## src/rtl/ipx_map.svh

```systemverilog
`ifndef IPX_MAP_SVH
`define IPX_MAP_SVH

// ----------------------------------------------------------------
// register byte offsets
// ----------------------------------------------------------------
`define IPX_OFF_PEND   8'h00
`define IPX_OFF_EN     8'h04
`define IPX_OFF_CTRL   8'h08
`define IPX_OFF_PRIO0  8'h0c
`define IPX_OFF_PRIO1  8'h10
`define IPX_OFF_PRIO2  8'h14
`define IPX_OFF_CFG    8'h18
`define IPX_OFF_STATE  8'h1c
`define IPX_OFF_ISTAT  8'h20
`define IPX_OFF_IMASK  8'h24

// ----------------------------------------------------------------
// field positions and reset values
// ----------------------------------------------------------------
`define IPX_CTRL_GIE   0
`define IPX_EV_TAKE    0
`define IPX_EV_RETURN_FROM_INTERRUPT    1
`define IPX_EV_EDGE_A  2
`define IPX_EV_EDGE_B  3
`define IPX_EV_W       4
`define IPX_RST_PRIO   8'h00
`define IPX_RST_CFG    10'h000
`define IPX_RST_MASK   4'h0

// ----------------------------------------------------------------
// timing counts in system clocks
// ----------------------------------------------------------------
`define IPX_DETECT_CYC 1
`define IPX_CALL_CYC   3'd5

`endif

```

## src/rtl/ipx_pkg.sv

```systemverilog
package ipx_pkg;

    typedef enum logic {
        S_IDLE,
        S_CALL
    } ipx_state_t;

    // layout of the external input configuration register
    typedef struct packed {
        logic [2:0] sel_b;
        logic [2:0] sel_a;
        logic       pol_b;
        logic       pol_a;
        logic       trig_b;
        logic       trig_a;
    } ipx_extcfg_t;

    typedef struct packed {
        logic       valid;
        logic       high;
        logic [4:0] id;
    } ipx_vec_t;

endpackage

```

## src/rtl/ipx_ctrl.sv

```systemverilog
`timescale 1ns/1ps
`include "ipx_map.svh"
module ipx_ctrl #(
    parameter int NSRC = 16
) (
    input  wire logic            hclk,
    input  wire logic            hresetn,
    input  wire logic            hsel,
    input  wire logic [31:0]     haddr,
    input  wire logic [1:0]      htrans,
    input  wire logic            hwrite,
    input  wire logic [2:0]      hsize,
    input  wire logic [31:0]     hwdata,
    input  wire logic            hready,
    output logic                 hreadyout,
    output logic [31:0]          hrdata,
    output logic                 hresp,
    input  wire logic [NSRC-1:0] src_set,
    input  wire logic [7:0]      port_pins,
    input  wire logic            cpu_stall,
    input  wire logic            cpu_return_from_interrupt,
    input  wire logic            cpu_insn_done,
    output ipx_pkg::ipx_vec_t    vec,
    output logic                 call_busy,
    output logic                 irq
);
    import ipx_pkg::*;

    localparam int IDW = 5;

    if (NSRC < 2 || NSRC > 24) begin : g_chk
        $error("NSRC must lie in 2..24");
    end

    logic [NSRC-1:0]      pend_q;
    logic [NSRC-1:0]      en_q;
    logic                 gie_q;
    logic [23:0]          prio_q;
    ipx_extcfg_t          cfg_q;
    logic [`IPX_EV_W-1:0] istat_q;
    logic [`IPX_EV_W-1:0] istat_d;
    logic [`IPX_EV_W-1:0] imask_q;
    logic [`IPX_EV_W-1:0] ev;
    logic [1:0]           in_svc_q;
    logic                 hold_q;
    ipx_state_t           state_q;
    logic [2:0]           cnt_q;
    logic [IDW-1:0]       cur_id_q;
    logic                 cur_high_q;
    ipx_vec_t             vec_q;
    logic                 busy_q;
    logic                 irq_q;
    logic [31:0]          hrdata_q;
    logic [31:0]          rd_mux;
    logic                 wr_q;
    logic [7:0]           waddr_q;
    logic                 boot_q;
    logic [7:0]           pin_s1_q;
    logic [7:0]           pin_s2_q;
    logic [1:0]           act_q;
    logic [1:0]           ext_act;
    logic [1:0]           ext_edge;

    // ----------------------------------------------------------------
    // bus slave
    // ----------------------------------------------------------------
    logic acc;
    logic rd_acc;
    logic rd_istat;
    logic w_pend;
    logic w_en;
    logic w_ctrl;
    logic w_cfg;
    logic w_mask;
    logic [2:0] w_prio;

    assign acc      = hsel && hready && htrans[1];
    assign rd_acc   = acc && !hwrite;
    assign rd_istat = rd_acc && (haddr[7:0] == `IPX_OFF_ISTAT);
    assign w_pend   = wr_q && (waddr_q == `IPX_OFF_PEND);
    assign w_en     = wr_q && (waddr_q == `IPX_OFF_EN);
    assign w_ctrl   = wr_q && (waddr_q == `IPX_OFF_CTRL);
    assign w_cfg    = wr_q && (waddr_q == `IPX_OFF_CFG);
    assign w_mask   = wr_q && (waddr_q == `IPX_OFF_IMASK);
    assign w_prio[0] = wr_q && (waddr_q == `IPX_OFF_PRIO0);
    assign w_prio[1] = wr_q && (waddr_q == `IPX_OFF_PRIO1);
    assign w_prio[2] = wr_q && (waddr_q == `IPX_OFF_PRIO2);

    always_ff @(posedge hclk or negedge hresetn) begin
        if (!hresetn) begin
            wr_q    <= 1'b0;
            waddr_q <= 8'h00;
        end else begin
            wr_q <= acc && hwrite;
            if (acc) begin
                waddr_q <= haddr[7:0];
            end
        end
    end

    always_comb begin
        rd_mux = 32'h0;
        case (haddr[7:0])
            `IPX_OFF_PEND:  rd_mux = 32'(pend_q);
            `IPX_OFF_EN:    rd_mux = 32'(en_q);
            `IPX_OFF_CTRL:  rd_mux = 32'(gie_q);
            `IPX_OFF_PRIO0: rd_mux = 32'(prio_q[7:0]);
            `IPX_OFF_PRIO1: rd_mux = 32'(prio_q[15:8]);
            `IPX_OFF_PRIO2: rd_mux = 32'(prio_q[23:16]);
            `IPX_OFF_CFG:   rd_mux = 32'(cfg_q);
            `IPX_OFF_STATE: rd_mux = 32'({in_svc_q, hold_q, busy_q,
                                          cur_high_q, cur_id_q});
            `IPX_OFF_ISTAT: rd_mux = 32'(istat_q);
            `IPX_OFF_IMASK: rd_mux = 32'(imask_q);
            default:        rd_mux = 32'h0;
        endcase
    end

    // zero wait state: read data is registered at the address phase
    always_ff @(posedge hclk or negedge hresetn) begin
        if (!hresetn) begin
            hrdata_q <= 32'h0;
        end else if (rd_acc) begin
            hrdata_q <= rd_mux;
        end
    end

    always_ff @(posedge hclk or negedge hresetn) begin
        if (!hresetn) begin
            en_q    <= '0;
            gie_q   <= 1'b0;
            prio_q  <= {3{`IPX_RST_PRIO}};
            cfg_q   <= `IPX_RST_CFG;
            imask_q <= `IPX_RST_MASK;
        end else begin
            if (w_en) begin
                en_q <= hwdata[NSRC-1:0];
            end
            if (w_ctrl) begin
                gie_q <= hwdata[`IPX_CTRL_GIE];
            end
            if (w_prio[0]) begin
                prio_q[7:0] <= hwdata[7:0];
            end
            if (w_prio[1]) begin
                prio_q[15:8] <= hwdata[7:0];
            end
            if (w_prio[2]) begin
                prio_q[23:16] <= hwdata[7:0];
            end
            if (w_cfg) begin
                cfg_q <= ipx_extcfg_t'(hwdata[9:0]);
            end
            if (w_mask) begin
                imask_q <= hwdata[`IPX_EV_W-1:0];
            end
        end
    end

    // ----------------------------------------------------------------
    // external inputs
    // ----------------------------------------------------------------
    logic [1:0] trig;
    logic [1:0] pol;
    logic [2:0] sel [2];

    assign trig   = {cfg_q.trig_b, cfg_q.trig_a};
    assign pol    = {cfg_q.pol_b, cfg_q.pol_a};
    assign sel[0] = cfg_q.sel_a;
    assign sel[1] = cfg_q.sel_b;

    // pins are only observed; owner of the pin is not disturbed
    always_ff @(posedge hclk or negedge hresetn) begin
        if (!hresetn) begin
            pin_s1_q <= 8'h00;
            pin_s2_q <= 8'h00;
        end else begin
            pin_s1_q <= port_pins;
            pin_s2_q <= pin_s1_q;
        end
    end

    for (genvar k = 0; k < 2; k++) begin : g_ext
        // polarity one means active high
        assign ext_act[k]  = pin_s2_q[sel[k]] ~^ pol[k];
        assign ext_edge[k] = trig[k] && ext_act[k] && !act_q[k];
        always_ff @(posedge hclk or negedge hresetn) begin
            if (!hresetn) begin
                act_q[k] <= 1'b0;
            end else begin
                act_q[k] <= ext_act[k];
            end
        end
    end

    // ----------------------------------------------------------------
    // pending flags
    // ----------------------------------------------------------------
    logic vec_take;

    for (genvar i = 0; i < NSRC; i++) begin : g_pend
        logic set_i;
        logic clr_i;
        if (i < 2) begin : g_x
            // set wins over clear so no edge is lost
            assign set_i = ext_edge[i] || (w_pend && hwdata[i]);
            assign clr_i = (w_pend && !hwdata[i]) ||
                           (vec_take && cur_id_q == IDW'(i));
            always_ff @(posedge hclk or negedge hresetn) begin
                if (!hresetn) begin
                    pend_q[i] <= 1'b0;
                end else if (!trig[i]) begin
                    // level source must hold until taken
                    pend_q[i] <= ext_act[i];
                end else if (set_i) begin
                    pend_q[i] <= 1'b1;
                end else if (clr_i) begin
                    pend_q[i] <= 1'b0;
                end
            end
        end else begin : g_h
            assign set_i = src_set[i] || (w_pend && hwdata[i]);
            assign clr_i = w_pend && !hwdata[i];
            always_ff @(posedge hclk or negedge hresetn) begin
                if (!hresetn) begin
                    pend_q[i] <= 1'b0;
                end else if (set_i) begin
                    pend_q[i] <= 1'b1;
                end else if (clr_i) begin
                    pend_q[i] <= 1'b0;
                end
            end
        end
    end

    // ----------------------------------------------------------------
    // priority decode
    // ----------------------------------------------------------------
    function automatic logic [IDW:0] pick(input logic [NSRC-1:0] m);
        logic [IDW:0] r;
        r = '0;
        for (int j = NSRC - 1; j >= 0; j--) begin
            if (m[j]) begin
                r = {1'b1, IDW'(j)};
            end
        end
        return r;
    endfunction

    logic [NSRC-1:0] req;
    logic [NSRC-1:0] prio;
    logic [NSRC-1:0] cand_hi;
    logic [NSRC-1:0] cand_lo;
    logic [IDW:0]    pk_hi;
    logic [IDW:0]    pk_lo;
    logic            go;

    assign prio    = prio_q[NSRC-1:0];
    assign req     = pend_q & en_q & {NSRC{gie_q}};
    // high waits only for high; low waits for anything in service
    assign cand_hi = in_svc_q[1] ? '0 : (req & prio);
    assign cand_lo = (|in_svc_q) ? '0 : (req & ~prio);
    assign pk_hi   = pick(cand_hi);
    assign pk_lo   = pick(cand_lo);
    assign go      = (state_q == S_IDLE) && !hold_q && !cpu_stall &&
                     (pk_hi[IDW] || pk_lo[IDW]);

    // ----------------------------------------------------------------
    // call sequencing
    // ----------------------------------------------------------------
    assign vec_take = (state_q == S_CALL) && !cpu_stall &&
                      (cnt_q == 3'd1);

    always_ff @(posedge hclk or negedge hresetn) begin
        if (!hresetn) begin
            state_q    <= S_IDLE;
            cnt_q      <= 3'd0;
            cur_id_q   <= '0;
            cur_high_q <= 1'b0;
        end else begin
            case (state_q)
                S_IDLE: begin
                    if (go) begin
                        state_q    <= S_CALL;
                        cnt_q      <= `IPX_CALL_CYC;
                        cur_high_q <= pk_hi[IDW];
                        cur_id_q   <= pk_hi[IDW] ? pk_hi[IDW-1:0]
                                                 : pk_lo[IDW-1:0];
                    end
                end
                S_CALL: begin
                    // a stall freezes the count, adding its length
                    if (!cpu_stall) begin
                        cnt_q <= cnt_q - 3'd1;
                        if (cnt_q == 3'd1) begin
                            state_q <= S_IDLE;
                        end
                    end
                end
                default: begin
                    state_q <= S_IDLE;
                end
            endcase
        end
    end

    always_ff @(posedge hclk or negedge hresetn) begin
        if (!hresetn) begin
            in_svc_q <= 2'b00;
        end else if (vec_take) begin
            in_svc_q[cur_high_q] <= 1'b1;
        end else if (cpu_return_from_interrupt) begin
            if (in_svc_q[1]) begin
                in_svc_q[1] <= 1'b0;
            end else begin
                in_svc_q[0] <= 1'b0;
            end
        end
    end

    // after a return, one instruction must finish before the next call;
    // the cpu's own return and divide cycles make up the worst case
    always_ff @(posedge hclk or negedge hresetn) begin
        if (!hresetn) begin
            hold_q <= 1'b0;
        end else if (cpu_return_from_interrupt) begin
            hold_q <= 1'b1;
        end else if (cpu_insn_done) begin
            hold_q <= 1'b0;
        end
    end

    always_ff @(posedge hclk or negedge hresetn) begin
        if (!hresetn) begin
            vec_q  <= '0;
            busy_q <= 1'b0;
        end else begin
            vec_q.valid <= vec_take;
            if (vec_take) begin
                vec_q.id   <= cur_id_q;
                vec_q.high <= cur_high_q;
            end
            busy_q <= go || ((state_q == S_CALL) && !vec_take);
        end
    end

    // ----------------------------------------------------------------
    // event status and interrupt output
    // ----------------------------------------------------------------
    always_comb begin
        ev                 = '0;
        ev[`IPX_EV_TAKE]   = vec_take;
        ev[`IPX_EV_RETURN_FROM_INTERRUPT]   = cpu_return_from_interrupt;
        ev[`IPX_EV_EDGE_A] = ext_edge[0];
        ev[`IPX_EV_EDGE_B] = ext_edge[1];
        istat_d = (istat_q & ~{`IPX_EV_W{rd_istat}}) | ev;
    end

    always_ff @(posedge hclk or negedge hresetn) begin
        if (!hresetn) begin
            istat_q <= '0;
            irq_q   <= 1'b0;
            boot_q  <= 1'b0;
        end else begin
            istat_q <= istat_d;
            irq_q   <= |(istat_q & imask_q);
            boot_q  <= 1'b1;
        end
    end

    assign hreadyout = boot_q || !boot_q;
    assign hresp     = 1'b0;
    assign hrdata    = hrdata_q;
    assign vec       = vec_q;
    assign call_busy = busy_q;
    assign irq       = irq_q;
endmodule

```

## config.mk

```make
export PLATFORM = sky130hd
export DESIGN_NAME = ipx_ctrl
export DESIGN_NICKNAME = d
export VERILOG_FILES = /design/src/rtl/ipx_pkg.sv /design/src/rtl/ipx_ctrl.sv
export VERILOG_INCLUDE_DIRS = /design/src /design/src/rtl
export SDC_FILE = /design/constraint.sdc
export NUM_CORES = 1
export LEC_CHECK = 0
export ABC_CLOCK_PERIOD_IN_PS = 2150
export BUFFER_PORTS_ARGS = -buffer_cell sky130_fd_sc_hd__buf_2
export CORE_MARGIN = 2
export CORE_UTILIZATION = 28
export DETAILED_ROUTE_END_ITERATION = 10
export GPL_TIMING_DRIVEN = 0
export RECOVER_POWER = 100
export SLEW_MARGIN = 20
export SYNTH_ARGS = -nofsm -noshare
export SYNTH_HDL_FRONTEND = slang
export SYNTH_SLANG_ARGS = --single-unit
```

## constraint.sdc

```tcl
create_clock -name hclk -period 2.15 [get_ports hclk]
set_input_delay 0.645 -clock hclk [delete_from_list [all_inputs] [get_ports hclk]]
set_output_delay 0.645 -clock hclk [all_outputs]
set_load 0.02 [all_outputs]
```

==> load_flow_metrics.sql, run 1 <==
INSERT INTO impl_metrics (metric_group, metric, value, unit) VALUES
('cts', 'tritoncts_num_sinks', '138', ''),
('setup_path', 'timing_worst_setup_path_type', 'reg -> reg', ''),
('floorplan', 'total_core_area', '0.0234', 'mm²'),
('synth', 'synth_warnings', '0', ''),
('grt', 'initial_antenna_violation_count', '0', ''),
('synth', 'sequential_cell_area_fraction_in_the_yosys_report', '0.518', ''),
('cts', 'clkSlewWorstSetupHoldPaths', '0.07', 'ns'),
('detailed_routing', 'mean_routed_wirelength_per_cell', '18.7', 'µm'),
('layout', 'num-fill-cells', '2376', ''),
('synth', 'postSynthAreaPerCell', '11.4', 'µm²'),
('layout', 'syn2layout_area_growth', '26.5', '%'),
('layout', 'fraction_of_the_core_area_covered_by_cells_at_the_end_of_the_flow', '0.360', ''),
('detailed_routing', 'ant_nets', '0', ''),
('timing', 'hold_ws', '0.313', 'ns'),
('synth', 'number_of_enable_flip_flop_cells_after_synthesis', '0', ''),
('synth', 'ys_ff_latch', '138', ''),
('cts', 'cts.htree.levels', '4', ''),
('grt', 'grt_max_degree', '81', ''),
('setup_path', 'required', '2.46', 'ns'),
('layout', 'multi_input_area', '0.00320', 'mm²'),
('layout', 'antennaDiodeCount', '0', ''),
('timing', 'finalMaxSlewViolations', '55', ''),
('outcome', 'failed_checks', 'slew limit, setup timing', ''),
('detailed_routing', 'routed_via_density', '5.06', ''),
('power_and_ir_drop', 'design_power_total', '6.84', 'mW'),
('timing', 'min_period', '2.19', 'ns'),
('timing', 'hold_viol', '0', ''),
('setup_path', 'setup.worst_path.end_class', 'register', ''),
('hold_path', 'hold-path-cell-count', '1', ''),
('layout', 'layout.area.seq', '0.00346', 'mm²'),
('cts', 'cts_root_buf', 'clkbuf_16', ''),
('layout', 'drive_gt1_frac', '0.331', ''),
('timing', 'maxSlewHeadroom', '-0.00229', ''),
('timing', 'setup_slack', '-0.0443', 'ns'),
('timing', 'finalSetupTns', '-0.0604', 'ns'),
('timing', 'final_setup_fails', '2', ''),
('power_and_ir_drop', 'p_leak', '3.65', 'nW'),
('grt', 'grt_usage', '0.161', ''),
('cts', 'worst_skew_pair.late_latency', '0.43', 'ns'),
('hold_path', 'worst_hold_path_type', 'in -> reg', ''),
('synth', 'ys_types', '65', ''),
('floorplan', 'die_h', '158', 'µm'),
('job', 'cap_violations', '0', ''),
('synth', 'synth.cell_area', '0.00666', 'mm²'),
('floorplan', 'die_w', '158', 'µm'),
('cts', 'numCtsBuffers', '17', ''),
('cts', 'cts_tree', 'done', ''),
('synth', 'postSynth.asyncResetShare', '1.00', ''),
('timing', 'maximum_clock_skew_at_final_layout', '0.00715', 'ns'),
('layout', 'final_nets', '817', ''),
('detailed_routing', 'route.vias.total', '5294', ''),
('detailed_routing', 'drt_iter0_markers', '526', ''),
('timing', 'final_critical_path_share_of_the_clock_period', '1.02', ''),
('place', 'numPortBuffers', '78', ''),
('grt', 'grt_pass1_wl', '29.8', 'mm'),
('floorplan', 'floorplan.rows', '56', ''),
('detailed_routing', 'route.detailed.drc', '0', ''),
('floorplan', 'io_pins', '144', ''),
('outcome', 'run_status', 'finished with violations', ''),
('setup_path', 'worst-r2r-cell-count', '8', ''),
('timing', 'fmax', '0.456', 'GHz'),
('grt', 'grt.overflow.total', '0', ''),
('power_and_ir_drop', 'power-per-cell-area', '811', 'mW/mm²'),
('cts', 'cts_buffer_depth', '2', ''),
('detailed_routing', 'drt-pass1-iter-count', '6', ''),
('place', 'dp_worst_slack', '-0.713', 'ns'),
('detailed_routing', 'finalWirelength', '19.5', 'mm'),
('power_and_ir_drop', 'peakVddDrop', '0.000581', 'V'),
('synth', 'syn-instance-count', '584', ''),
('floorplan', 'die_area', '0.0250', 'mm²'),
('floorplan', 'floorplan.initialDensity', '0.285', ''),
('grt', 'first_global_vias', '5078', ''),
('setup_path', 'critical_path_arrival', '2.51', 'ns'),
('setup_path', 'timing.critical_path.fanout_max', '7', ''),
('setup_path', 'setup.worst_path.start_class', 'register', ''),
('place', 'detailedPlacementHpwl', '14.1', 'mm'),
('timing', 'grt_setup_unrepaired', 'true', ''),
('timing', 'worst-slew-pin-transition', '1.50', 'ns'),
('place', 'globalplace.congestion', '0.867', ''),
('synth', 'synth-main-ff-cell', 'dfrtp_1', '');
synth_stat cells, types with 5 or more instances:
cell type / number / area, µm²
nand2_1: 45 / 169
buf_2: 5 / 25.0
buf_4: 19 / 143
a22o_1: 5 / 43.8
and2_1: 5 / 31.3
a31oi_1: 7 / 43.8
a21o_1: 6 / 45.0
a211o_1: 14 / 123
a222oi_1: 6 / 60.1
nand3_1: 23 / 115
a221oi_1: 6 / 52.6
nor2_1: 18 / 67.6
mux2_2: 63 / 709
a21oi_1: 21 / 105
nand3b_1: 10 / 75.1
clkbuf_1: 11 / 41.3
nand4_1: 5 / 31.3
o21ai_0: 26 / 130
and3_1: 5 / 31.3
dfrtp_1: 138 / 3450
inv_1: 10 / 37.5
nor2b_1: 18 / 113
a22oi_1: 28 / 210
nor3_1: 5 / 25.0
nand2b_1: 7 / 43.8
worst paths after layout:
check,to,start,slack (ns)
max in group asynchronous,in_svc_q[1]$_DFFE_PN0P_,hresetn,0.30
min in group asynchronous,pend_q[4]$_DFFE_PN0P_,hresetn,0.57
worst min register to register,pin_s2_q[6]$_DFF_PN0_,pin_s1_q[6]$_DFF_PN0_,0.35
worst max-delay path,cur_id_q[0]$_DFFE_PN0P_,in_svc_q[1]$_DFFE_PN0P_,-0.04
worst max register to register,cur_id_q[0]$_DFFE_PN0P_,in_svc_q[1]$_DFFE_PN0P_,-0.04
worst min-delay path,pin_s1_q[7]$_DFF_PN0_,port_pins[7],0.31
area by class of cell:
type	count	area share
plain buffers	34	0.0277
clock inverters	15	0.0172
multi-input cells	416	0.379
clock buffers	17	0.0504
flip-flops and latches	138	0.410
well taps	319	0.0473
inverters	10	0.00445
repair buffers	97	0.0638
state kept, by name (all words and copies together) (netlist names):
name / count
gie_q: 1
en_q: 16
vec: 6
waddr_q: 8
pin_s2_q: 8
act_q: 2
cnt_q: 3
pend_q: 16
call_busy: 1
cur_id_q: 4
in_svc_q: 2
hrdata: 16
istat_q: 4
cur_high_q: 1
irq: 1
wr_q: 1
state_q: 1
cfg_q: 10
imask_q: 4
hold_q: 1
pin_s1_q: 8
prio_q: 24
kinds of logic (layout without fill, tap and decap cells):
group	after synthesis	in the layout	share of synthesized area
muxes	69	69	0.123
and+or+nand+nor	178	178	0.151
other	2	19	0.00113
DFF	138	138	0.518
buffers and inverters	47	173	0.0404
adders and majority gates	2	2	0.00375
xor gates and xnor gates	3	3	0.00394
AOI/OAI and AO/OA	145	145	0.158
placed cells by master (no fill, tap or decap), types with 10 or more instances in the layout:
master | netlist | final
clkbuf_16 | 0 | 18
a21oi_1 | 21 | 19
nand3_1 | 23 | 23
nor2_1 | 18 | 13
a22oi_1 | 28 | 28
mux2_2 | 63 | 63
buf_4 | 19 | 37
nand2_1 | 45 | 45
clkbuf_1 | 11 | 30
a211o_1 | 14 | 14
buf_2 | 5 | 52
dfrtp_1 | 138 | 135
inv_1 | 10 | 10
nand3b_1 | 10 | 10
o21ai_0 | 26 | 25
conb_1 | 2 | 19
nor2b_1 | 18 | 18
metrics by stage:
step	cells	cell area, µm²
global placement	998	7520
global route	1046	8430
detailed placement	999	7560
floorplan	601	6730
finish	1046	8430
CTS	1033	8240
critical path: stages (launching register included):
cell and delay (ns):
dfrtp_2 0.45, or3b_1 0.40, buf_6 0.16, buf_8 0.13
or2_4 0.26, a2111oi_4 0.31, a211oi_2 0.13, o221ai_2 0.14
a31oi_1 0.10
routing by layer:
metal / up-vias / track usage / part of all wire
li1: 2436 / - / -
met1: 2636 / 0.218 / 0.45
met2: 194 / 0.260 / 0.48
met3: 28 / 0.0378 / 0.058
met4: 0 / 0.0429 / 0.019
met5: - / 0 / 0
power by group:
part	switching (mW)	internal, mW
logic	0.517	0.378
clock network	1.30	1.54
registers	0.262	2.84
repair_timing:
action,CTS,global route
pin swaps,3,8
hold buffers,0,0
resized for setup,25,29
endpoints found under the setup margin,82,46
gates cloned,0,1
buffers inserted,4,13
No activity file was read; power rests on OpenSTA's default activity.
==> run 2, diff against run 1 <==
--- a/config.mk
+++ b/config.mk
@@ -9,7 +9,7 @@
 export ABC_CLOCK_PERIOD_IN_PS = 2150
 export BUFFER_PORTS_ARGS = -buffer_cell sky130_fd_sc_hd__buf_2
 export CORE_MARGIN = 2
-export CORE_UTILIZATION = 28
+export CORE_UTILIZATION = 35
 export DETAILED_ROUTE_END_ITERATION = 10
 export GPL_TIMING_DRIVEN = 0
 export RECOVER_POWER = 100
==> load_flow_metrics.sql, run 2 (synthesis results as in run 1) <==
INSERT INTO impl_metrics (metric_group, metric, value, unit) VALUES
('outcome', 'run_status', 'finished with violations', ''),
('outcome', 'failed_checks', 'capacitance limit, slew limit, setup timing', ''),
('place', 'dp_worst_slack', '-0.645', 'ns'),
('layout', 'syn2layout_area_growth', '27.1', '%'),
('job', 'cap_violations', '1', ''),
('layout', 'drive_gt1_frac', '0.351', ''),
('floorplan', 'io_pins', '144', ''),
('grt', 'grt_pass1_wl', '30.4', 'mm'),
('timing', 'hold_ws', '0.315', 'ns'),
('timing', 'min_period', '2.18', 'ns'),
('place', 'numPortBuffers', '78', ''),
('setup_path', 'r2r-start', 'in_svc_q[1]$_DFFE_PN0P_', ''),
('layout', 'max_flop_register', 'prio_q', ''),
('cts', 'cts_buffer_depth', '2', ''),
('timing', 'worst-slew-pin-transition', '1.68', 'ns'),
('setup_path', 'setup.worst_path.end_class', 'register', ''),
('setup_path', 'timing.critical_path.fanout_max', '4', ''),
('hold_path', 'worst_hold_path_type', 'in -> reg', ''),
('power_and_ir_drop', 'p_comb_frac', '0.133', ''),
('grt', 'grt.overflow.total', '0', ''),
('grt', 'grt_usage', '0.200', ''),
('power_and_ir_drop', 'p_leak', '3.72', 'nW'),
('detailed_routing', 'route.vias.total', '5397', ''),
('floorplan', 'die_h', '142', 'µm'),
('floorplan', 'die_w', '142', 'µm'),
('detailed_routing', 'mean_routed_wirelength_per_cell', '20.3', 'µm'),
('layout', 'layout.cells.most_common', 'dfrtp_1', ''),
('grt', 'grt_use_met2', '0.310', ''),
('grt', 'grtUsageMet3', '0.0488', ''),
('place', 'globalplace.congestion', '0.950', ''),
('timing', 'fmax', '0.458', 'GHz'),
('grt', 'busiest_layer', 'met2', ''),
('grt', 'grt_max_degree', '75', ''),
('cts', 'cts.htree.levels', '4', ''),
('detailed_routing', 'finalWirelength', '19.6', 'mm'),
('detailed_routing', 'drt_iter0_markers', '386', ''),
('setup_path', 'endpoint', 'cur_id_q[0]$_DFFE_PN0P_', ''),
('power_and_ir_drop', 'seqPwrFrac', '0.441', ''),
('layout', 'antennaDiodeCount', '0', ''),
('grt', 'grtUsageMet1', '0.272', ''),
('power_and_ir_drop', 'pwr-share-clk', '0.426', ''),
('setup_path', 'regToRegSetupSlack', '-0.03', 'ns'),
('timing', 'final_critical_path_share_of_the_clock_period', '1.02', ''),
('setup_path', 'timing_worst_setup_path_type', 'reg -> reg', ''),
('setup_path', 'crit_top_cell', 'buf_6', ''),
('setup_path', 'worst-r2r-cell-count', '9', ''),
('cts', 'worst_skew_pair.late_latency', '0.44', 'ns'),
('cts', 'numCtsBuffers', '17', ''),
('detailed_routing', 'routed_via_density', '5.58', ''),
('setup_path', 'critical_path.startpoint', 'in_svc_q[1]$_DFFE_PN0P_', ''),
('layout', 'final_nets', '825', ''),
('detailed_routing', 'drt-pass1-iter-count', '8', ''),
('grt', 'initial_antenna_violation_count', '0', ''),
('power_and_ir_drop', 'peakVddDrop', '0.000579', 'V'),
('setup_path', 'crit_path_max_cell_delay', '0.42', 'ns'),
('cts', 'cts_root_buf', 'clkbuf_16', ''),
('cts', 'tritoncts_num_sinks', '138', ''),
('power_and_ir_drop', 'p_sw_frac', '0.286', ''),
('timing', 'maximum_clock_skew_at_final_layout', '0.0116', 'ns'),
('power_and_ir_drop', 'total_internal_power', '5.01', 'mW'),
('place', 'detailedPlacementHpwl', '14.1', 'mm'),
('power_and_ir_drop', 'power-per-cell-area', '829', 'mW/mm²'),
('layout', 'num-fill-cells', '1765', ''),
('setup_path', 'required', '2.50', 'ns'),
('power_and_ir_drop', 'power_dissipated_by_switching_net_loads', '2.01', 'mW'),
('timing', 'grt_setup_unrepaired', 'true', ''),
('timing', 'setup_slack', '-0.0339', 'ns'),
('timing', 'hold_viol', '0', ''),
('detailed_routing', 'route.detailed.drc', '0', ''),
('setup_path', 'setup.worst_path.start_class', 'register', ''),
('layout', 'commonest_cells_after_routing_fill_and_taps_aside', '135 x dfrtp_1, 63 x mux2_2, 52 x buf_2', ''),
('floorplan', 'total_core_area', '0.0187', 'mm²'),
('setup_path', 'crit_path_cell_trace', 'or3b_1 -> buf_6 -> buf_6 -> nor3_4 -> buf_6 -> a2111oi_4 -> a211oi_2 -> o221ai_2 -> a31oi_1', ''),
('timing', 'finalMaxSlewViolations', '65', ''),
('timing', 'maxSlewHeadroom', '-0.120', ''),
('cts', 'cts_tree', 'done', ''),
('grt', 'first_global_vias', '5392', ''),
('floorplan', 'floorplan.initialDensity', '0.356', ''),
('detailed_routing', 'ant_nets', '0', ''),
('timing', 'final_setup_fails', '1', ''),
('setup_path', 'critical-path-slowest-cell', 'dfrtp_2', ''),
('setup_path', 'critical_path_arrival', '2.53', 'ns'),
('layout', 'largest_register_ffs', '24', ''),
('floorplan', 'floorplan.rows', '50', ''),
('cts', 'clkSlewWorstSetupHoldPaths', '0.06', 'ns'),
('setup_path', 'crit-reg2reg-capture', 'cur_id_q[0]$_DFFE_PN0P_', ''),
('hold_path', 'min_from', 'port_pins[1]', ''),
('floorplan', 'die_area', '0.0202', 'mm²');
## run 2: per-layer routing
layer,routed length [µm],part of all wire
met5,0,0
met3,1560,0.080
met1,8340,0.43
met4,484,0.025
met2,9230,0.47
## run 2: how the worst min path moves through the flow
| stage | end | depth (start not counted) |
|---|---|---|
| after floorplan | pin_s2_q[0]$_DFF_PN0_ | 0 |
| after global placement | pin_s2_q[6]$_DFF_PN0_ | 0 |
| after detailed placement | pin_s2_q[4]$_DFF_PN0_ | 0 |
| after CTS | cur_id_q[2]$_DFFE_PN0P_ | 1 |
| after global routing | pin_s1_q[1]$_DFF_PN0_ | 1 |
| final | pin_s1_q[1]$_DFF_PN0_ | 1 |
## run 2: layout make-up
cell class,instances,area [µm²],area share
buffer,35,243,0.0287
inverter,10,37.5,0.00443
sequential,138,3460,0.408
clock inverter,13,159,0.0188
timing repair buffer,104,599,0.0708
multi-input combinational,416,3240,0.383
clock buffer,18,439,0.0519
tap,234,293,0.0346
## run 2: stage by stage
| step | TNS [ns] | total power [mW] | instances | util | cell area (µm²) |
|---|---|---|---|---|---|
| 5_1_grt | -0.927 | 7.32 | 968 | 0.453 | 8470 |
| 3_3_place_gp | -217.28 | 3.93 | 913 | 0.396 | 7410 |
| 3_5_place_dp | -30.19 | 3.97 | 914 | 0.398 | 7450 |
| 4_1_cts | -0.0380 | 7.04 | 957 | 0.446 | 8350 |
| 6_report | -0.0339 | 7.02 | 968 | 0.453 | 8470 |
| 2_1_floorplan | -0.00618 | 3.59 | 601 | - | 6730 |
## run 2: worst max-delay path: cells and delay by family (launching register included)
family	cells	cell delay [ns]
flops	1	0.42
simple gates	2	0.67
buf+inv	3	0.41
compound gates	4	0.59
## run 2: timing repair
action	CTS	global route
resized for setup	42	29
pin swaps	10	17
buffers inserted	14	11
hold buffers	0	0
endpoints found under the setup margin	81	68
## run 2: power groups by stage
stage	Sequential, mW	Clock (mW)	Combinational (mW)
floorplan	3.10	0	0.491
global placement	3.12	0	0.809
detailed placement	3.13	0	0.837
CTS	3.09	3.04	0.916
global route	3.13	3.15	1.04
finish	3.10	2.99	0.934
==> run 3, diff against run 2 <==
--- a/config.mk
+++ b/config.mk
@@ -8,10 +8,10 @@
 export LEC_CHECK = 0
 export ABC_CLOCK_PERIOD_IN_PS = 2150
 export BUFFER_PORTS_ARGS = -buffer_cell sky130_fd_sc_hd__buf_2
-export CORE_MARGIN = 2
+export CORE_MARGIN = 4
 export CORE_UTILIZATION = 35
 export DETAILED_ROUTE_END_ITERATION = 10
-export GPL_TIMING_DRIVEN = 0
+export GPL_TIMING_DRIVEN = 1
 export RECOVER_POWER = 100
 export SLEW_MARGIN = 20
 export SYNTH_ARGS = -nofsm -noshare
==> load_flow_metrics.sql, run 3 (synthesis results as in run 1) <==
INSERT INTO impl_metrics (metric_group, metric, value, unit) VALUES
('power_and_ir_drop', 'total_internal_power', '4.79', 'mW'),
('layout', 'commonest_cells_after_routing_fill_and_taps_aside', '138 x dfrtp_1, 62 x mux2_2, 53 x buf_4', ''),
('place', 'detailedPlacementHpwl', '14.3', 'mm'),
('setup_path', 'timing.critical_path.fanout_max', '15', ''),
('cts', 'clkSlewWorstSetupHoldPaths', '0.07', 'ns'),
('detailed_routing', 'mean_routed_wirelength_per_cell', '19.1', 'µm'),
('timing', 'final_critical_path_share_of_the_clock_period', '0.970', ''),
('timing', 'fmax', '0.480', 'GHz'),
('grt', 'grt_max_degree', '49', ''),
('detailed_routing', 'routed_via_density', '5.39', ''),
('timing', 'final_setup_fails', '0', ''),
('layout', 'drive_gt1_frac', '0.332', ''),
('power_and_ir_drop', 'seqPwrFrac', '0.455', ''),
('place', 'numPortBuffers', '78', ''),
('place', 'dp_worst_slack', '-0.347', 'ns'),
('job', 'cap_violations', '0', ''),
('timing', 'finalMaxSlewViolations', '0', ''),
('grt', 'initial_antenna_violation_count', '0', ''),
('cts', 'cts_buffer_depth', '2', ''),
('floorplan', 'die_h', '146', 'µm'),
('layout', 'final_cell_count_no_fill', '987', ''),
('cts', 'cts.htree.levels', '4', ''),
('power_and_ir_drop', 'pwr-share-clk', '0.412', ''),
('setup_path', 'timing_worst_setup_path_type', 'reg -> reg', ''),
('cts', 'worst_skew_pair.late_latency', '0.43', 'ns'),
('setup_path', 'setup.worst_path.start_class', 'register', ''),
('setup_path', 'worst-r2r-cell-count', '7', ''),
('place', 'post-place-cells', '954', ''),
('place', 'placement.cell_area', '0.00788', 'mm²'),
('cts', 'numCtsBuffers', '17', ''),
('power_and_ir_drop', 'p_sw_frac', '0.297', ''),
('outcome', 'run_status', 'completed', ''),
('cts', 'cts_tree', 'done', ''),
('grt', 'grt_pass1_wl', '30.5', 'mm'),
('cts', 'cts_hold_buffers', '0', ''),
('cts', 'tritoncts_num_sinks', '138', ''),
('layout', 'antennaDiodeCount', '0', ''),
('timing', 'min_period', '2.08', 'ns'),
('setup_path', 'setup.worst_path.end_class', 'register', ''),
('layout', 'num-fill-cells', '1770', ''),
('timing', 'setup_slack', '0.0650', 'ns'),
('place', 'globalplace.congestion', '0.915', ''),
('layout', 'syn2layout_area_growth', '26.9', '%'),
('floorplan', 'die_area', '0.0213', 'mm²'),
('hold_path', 'worst_hold_path_type', 'in -> reg', ''),
('power_and_ir_drop', 'p_comb_frac', '0.133', ''),
('floorplan', 'floorplan.initialDensity', '0.356', ''),
('detailed_routing', 'route.vias.total', '5317', ''),
('layout', 'final_design_instance_area_without_fill', '0.00846', 'mm²'),
('grt', 'grt.overflow.total', '0', ''),
('detailed_routing', 'finalWirelength', '18.9', 'mm'),
('detailed_routing', 'route.detailed.drc', '0', ''),
('hold_path', 'hold-path-cell-count', '1', ''),
('timing', 'worst-slew-pin-transition', '1.29', 'ns'),
('floorplan', 'io_pins', '144', ''),
('power_and_ir_drop', 'p_leak', '3.75', 'nW'),
('grt', 'first_global_vias', '5567', ''),
('timing', 'hold_viol', '0', ''),
('grt', 'grt_usage', '0.182', ''),
('setup_path', 'required', '2.46', 'ns'),
('setup_path', 'critical_path_arrival', '2.40', 'ns'),
('power_and_ir_drop', 'power-per-cell-area', '805', 'mW/mm²'),
('layout', 'fraction_of_the_core_area_covered_by_cells_at_the_end_of_the_flow', '0.452', ''),
('floorplan', 'die_w', '146', 'µm'),
('detailed_routing', 'ant_nets', '0', ''),
('layout', 'layout.cells.most_common', 'dfrtp_1', ''),
('floorplan', 'floorplan.rows', '50', ''),
('detailed_routing', 'drt-pass1-iter-count', '6', ''),
('layout', 'max_flop_register', 'prio_q', ''),
('timing', 'maxSlewHeadroom', '0.142', ''),
('layout', 'final_nets', '843', ''),
('floorplan', 'total_core_area', '0.0187', 'mm²'),
('detailed_routing', 'drt_iter0_markers', '390', ''),
('layout', 'largest_register_ffs', '24', ''),
('power_and_ir_drop', 'peakVddDrop', '0.000576', 'V'),
('power_and_ir_drop', 'power_dissipated_by_switching_net_loads', '2.02', 'mW'),
('cts', 'cts_root_buf', 'clkbuf_16', ''),
('timing', 'finalSetupTns', '0', 'ns'),
('timing', 'maximum_clock_skew_at_final_layout', '0.0102', 'ns');
## run 3: what timing repair did
| item | CTS | global route |
|---|---|---|
| gates resized for setup | 3 | 24 |
| endpoints found under the setup margin | 7 | 11 |
| pin swaps | 0 | 5 |
| setup buffers | 0 | 1 |
## run 3: area by class of cell
type	count	area, µm²	area share
multi-input combinational	416	3120	0.369
clock inverter	14	129	0.0152
sequential	138	3450	0.408
tap	234	293	0.0346
inverter	10	37.5	0.00444
clock buffer	18	439	0.0519
timing repair buffer	157	986	0.117
## run 3: per-layer routing
layer / track usage / routed length (µm) / vias to the layer above
met2: 0.283 / 8840 / 158
li1: - / - / 2473
met3: 0.0448 / 1080 / 19
met5: 0 / 0 / -
met1: 0.249 / 8670 / 2667
met4: 0.0611 / 252 / 0
## run 3: power groups by stage
stage	clock network (mW)	logic [mW]	registers, mW
6_report	2.80	0.906	3.09
5_1_grt	2.99	1.01	3.12
4_1_cts	2.85	0.902	3.08
3_5_place_dp	0	0.894	3.13
3_3_place_gp	0	0.864	3.11
2_1_floorplan	0	0.491	3.10
## run 3: worst max-delay path, cell delays in order, from the launching register on
cell and delay [ns]:
dfrtp_1 0.41, or3b_4 0.41, buf_12 0.17, or2_4 0.27
a2111oi_4 0.32, a211oi_2 0.13, o221ai_2 0.15, a31oi_1 0.10
## run 3: path summary, 6_finish.rpt
check | from | end | slack, ns
min in group asynchronous | hresetn | pend_q[15]$_DFFE_PN0P_ | 0.50
worst max register to register | gie_q$_DFFE_PN0P_ | cur_id_q[0]$_DFFE_PN0P_ | 0.07
worst min register to register | pin_s1_q[7]$_DFF_PN0_ | pin_s2_q[7]$_DFF_PN0_ | 0.34
max in group asynchronous | hresetn | prio_q[7]$_DFFE_PN0P_ | 0.51
worst max-delay path | gie_q$_DFFE_PN0P_ | cur_id_q[0]$_DFFE_PN0P_ | 0.07
worst min-delay path | port_pins[0] | pin_s1_q[0]$_DFF_PN0_ | 0.32
## run 3: stage by stage
| step | total power, mW | hold WS, ns |
|---|---|---|
| final | 6.81 | 0.316 |
| after global routing | 7.12 | 0.297 |
| after CTS | 6.83 | 0.155 |
| after detailed placement | 4.02 | 0.335 |
| after global placement | 3.98 | 0.334 |
| after floorplan | 3.59 | 0.331 |
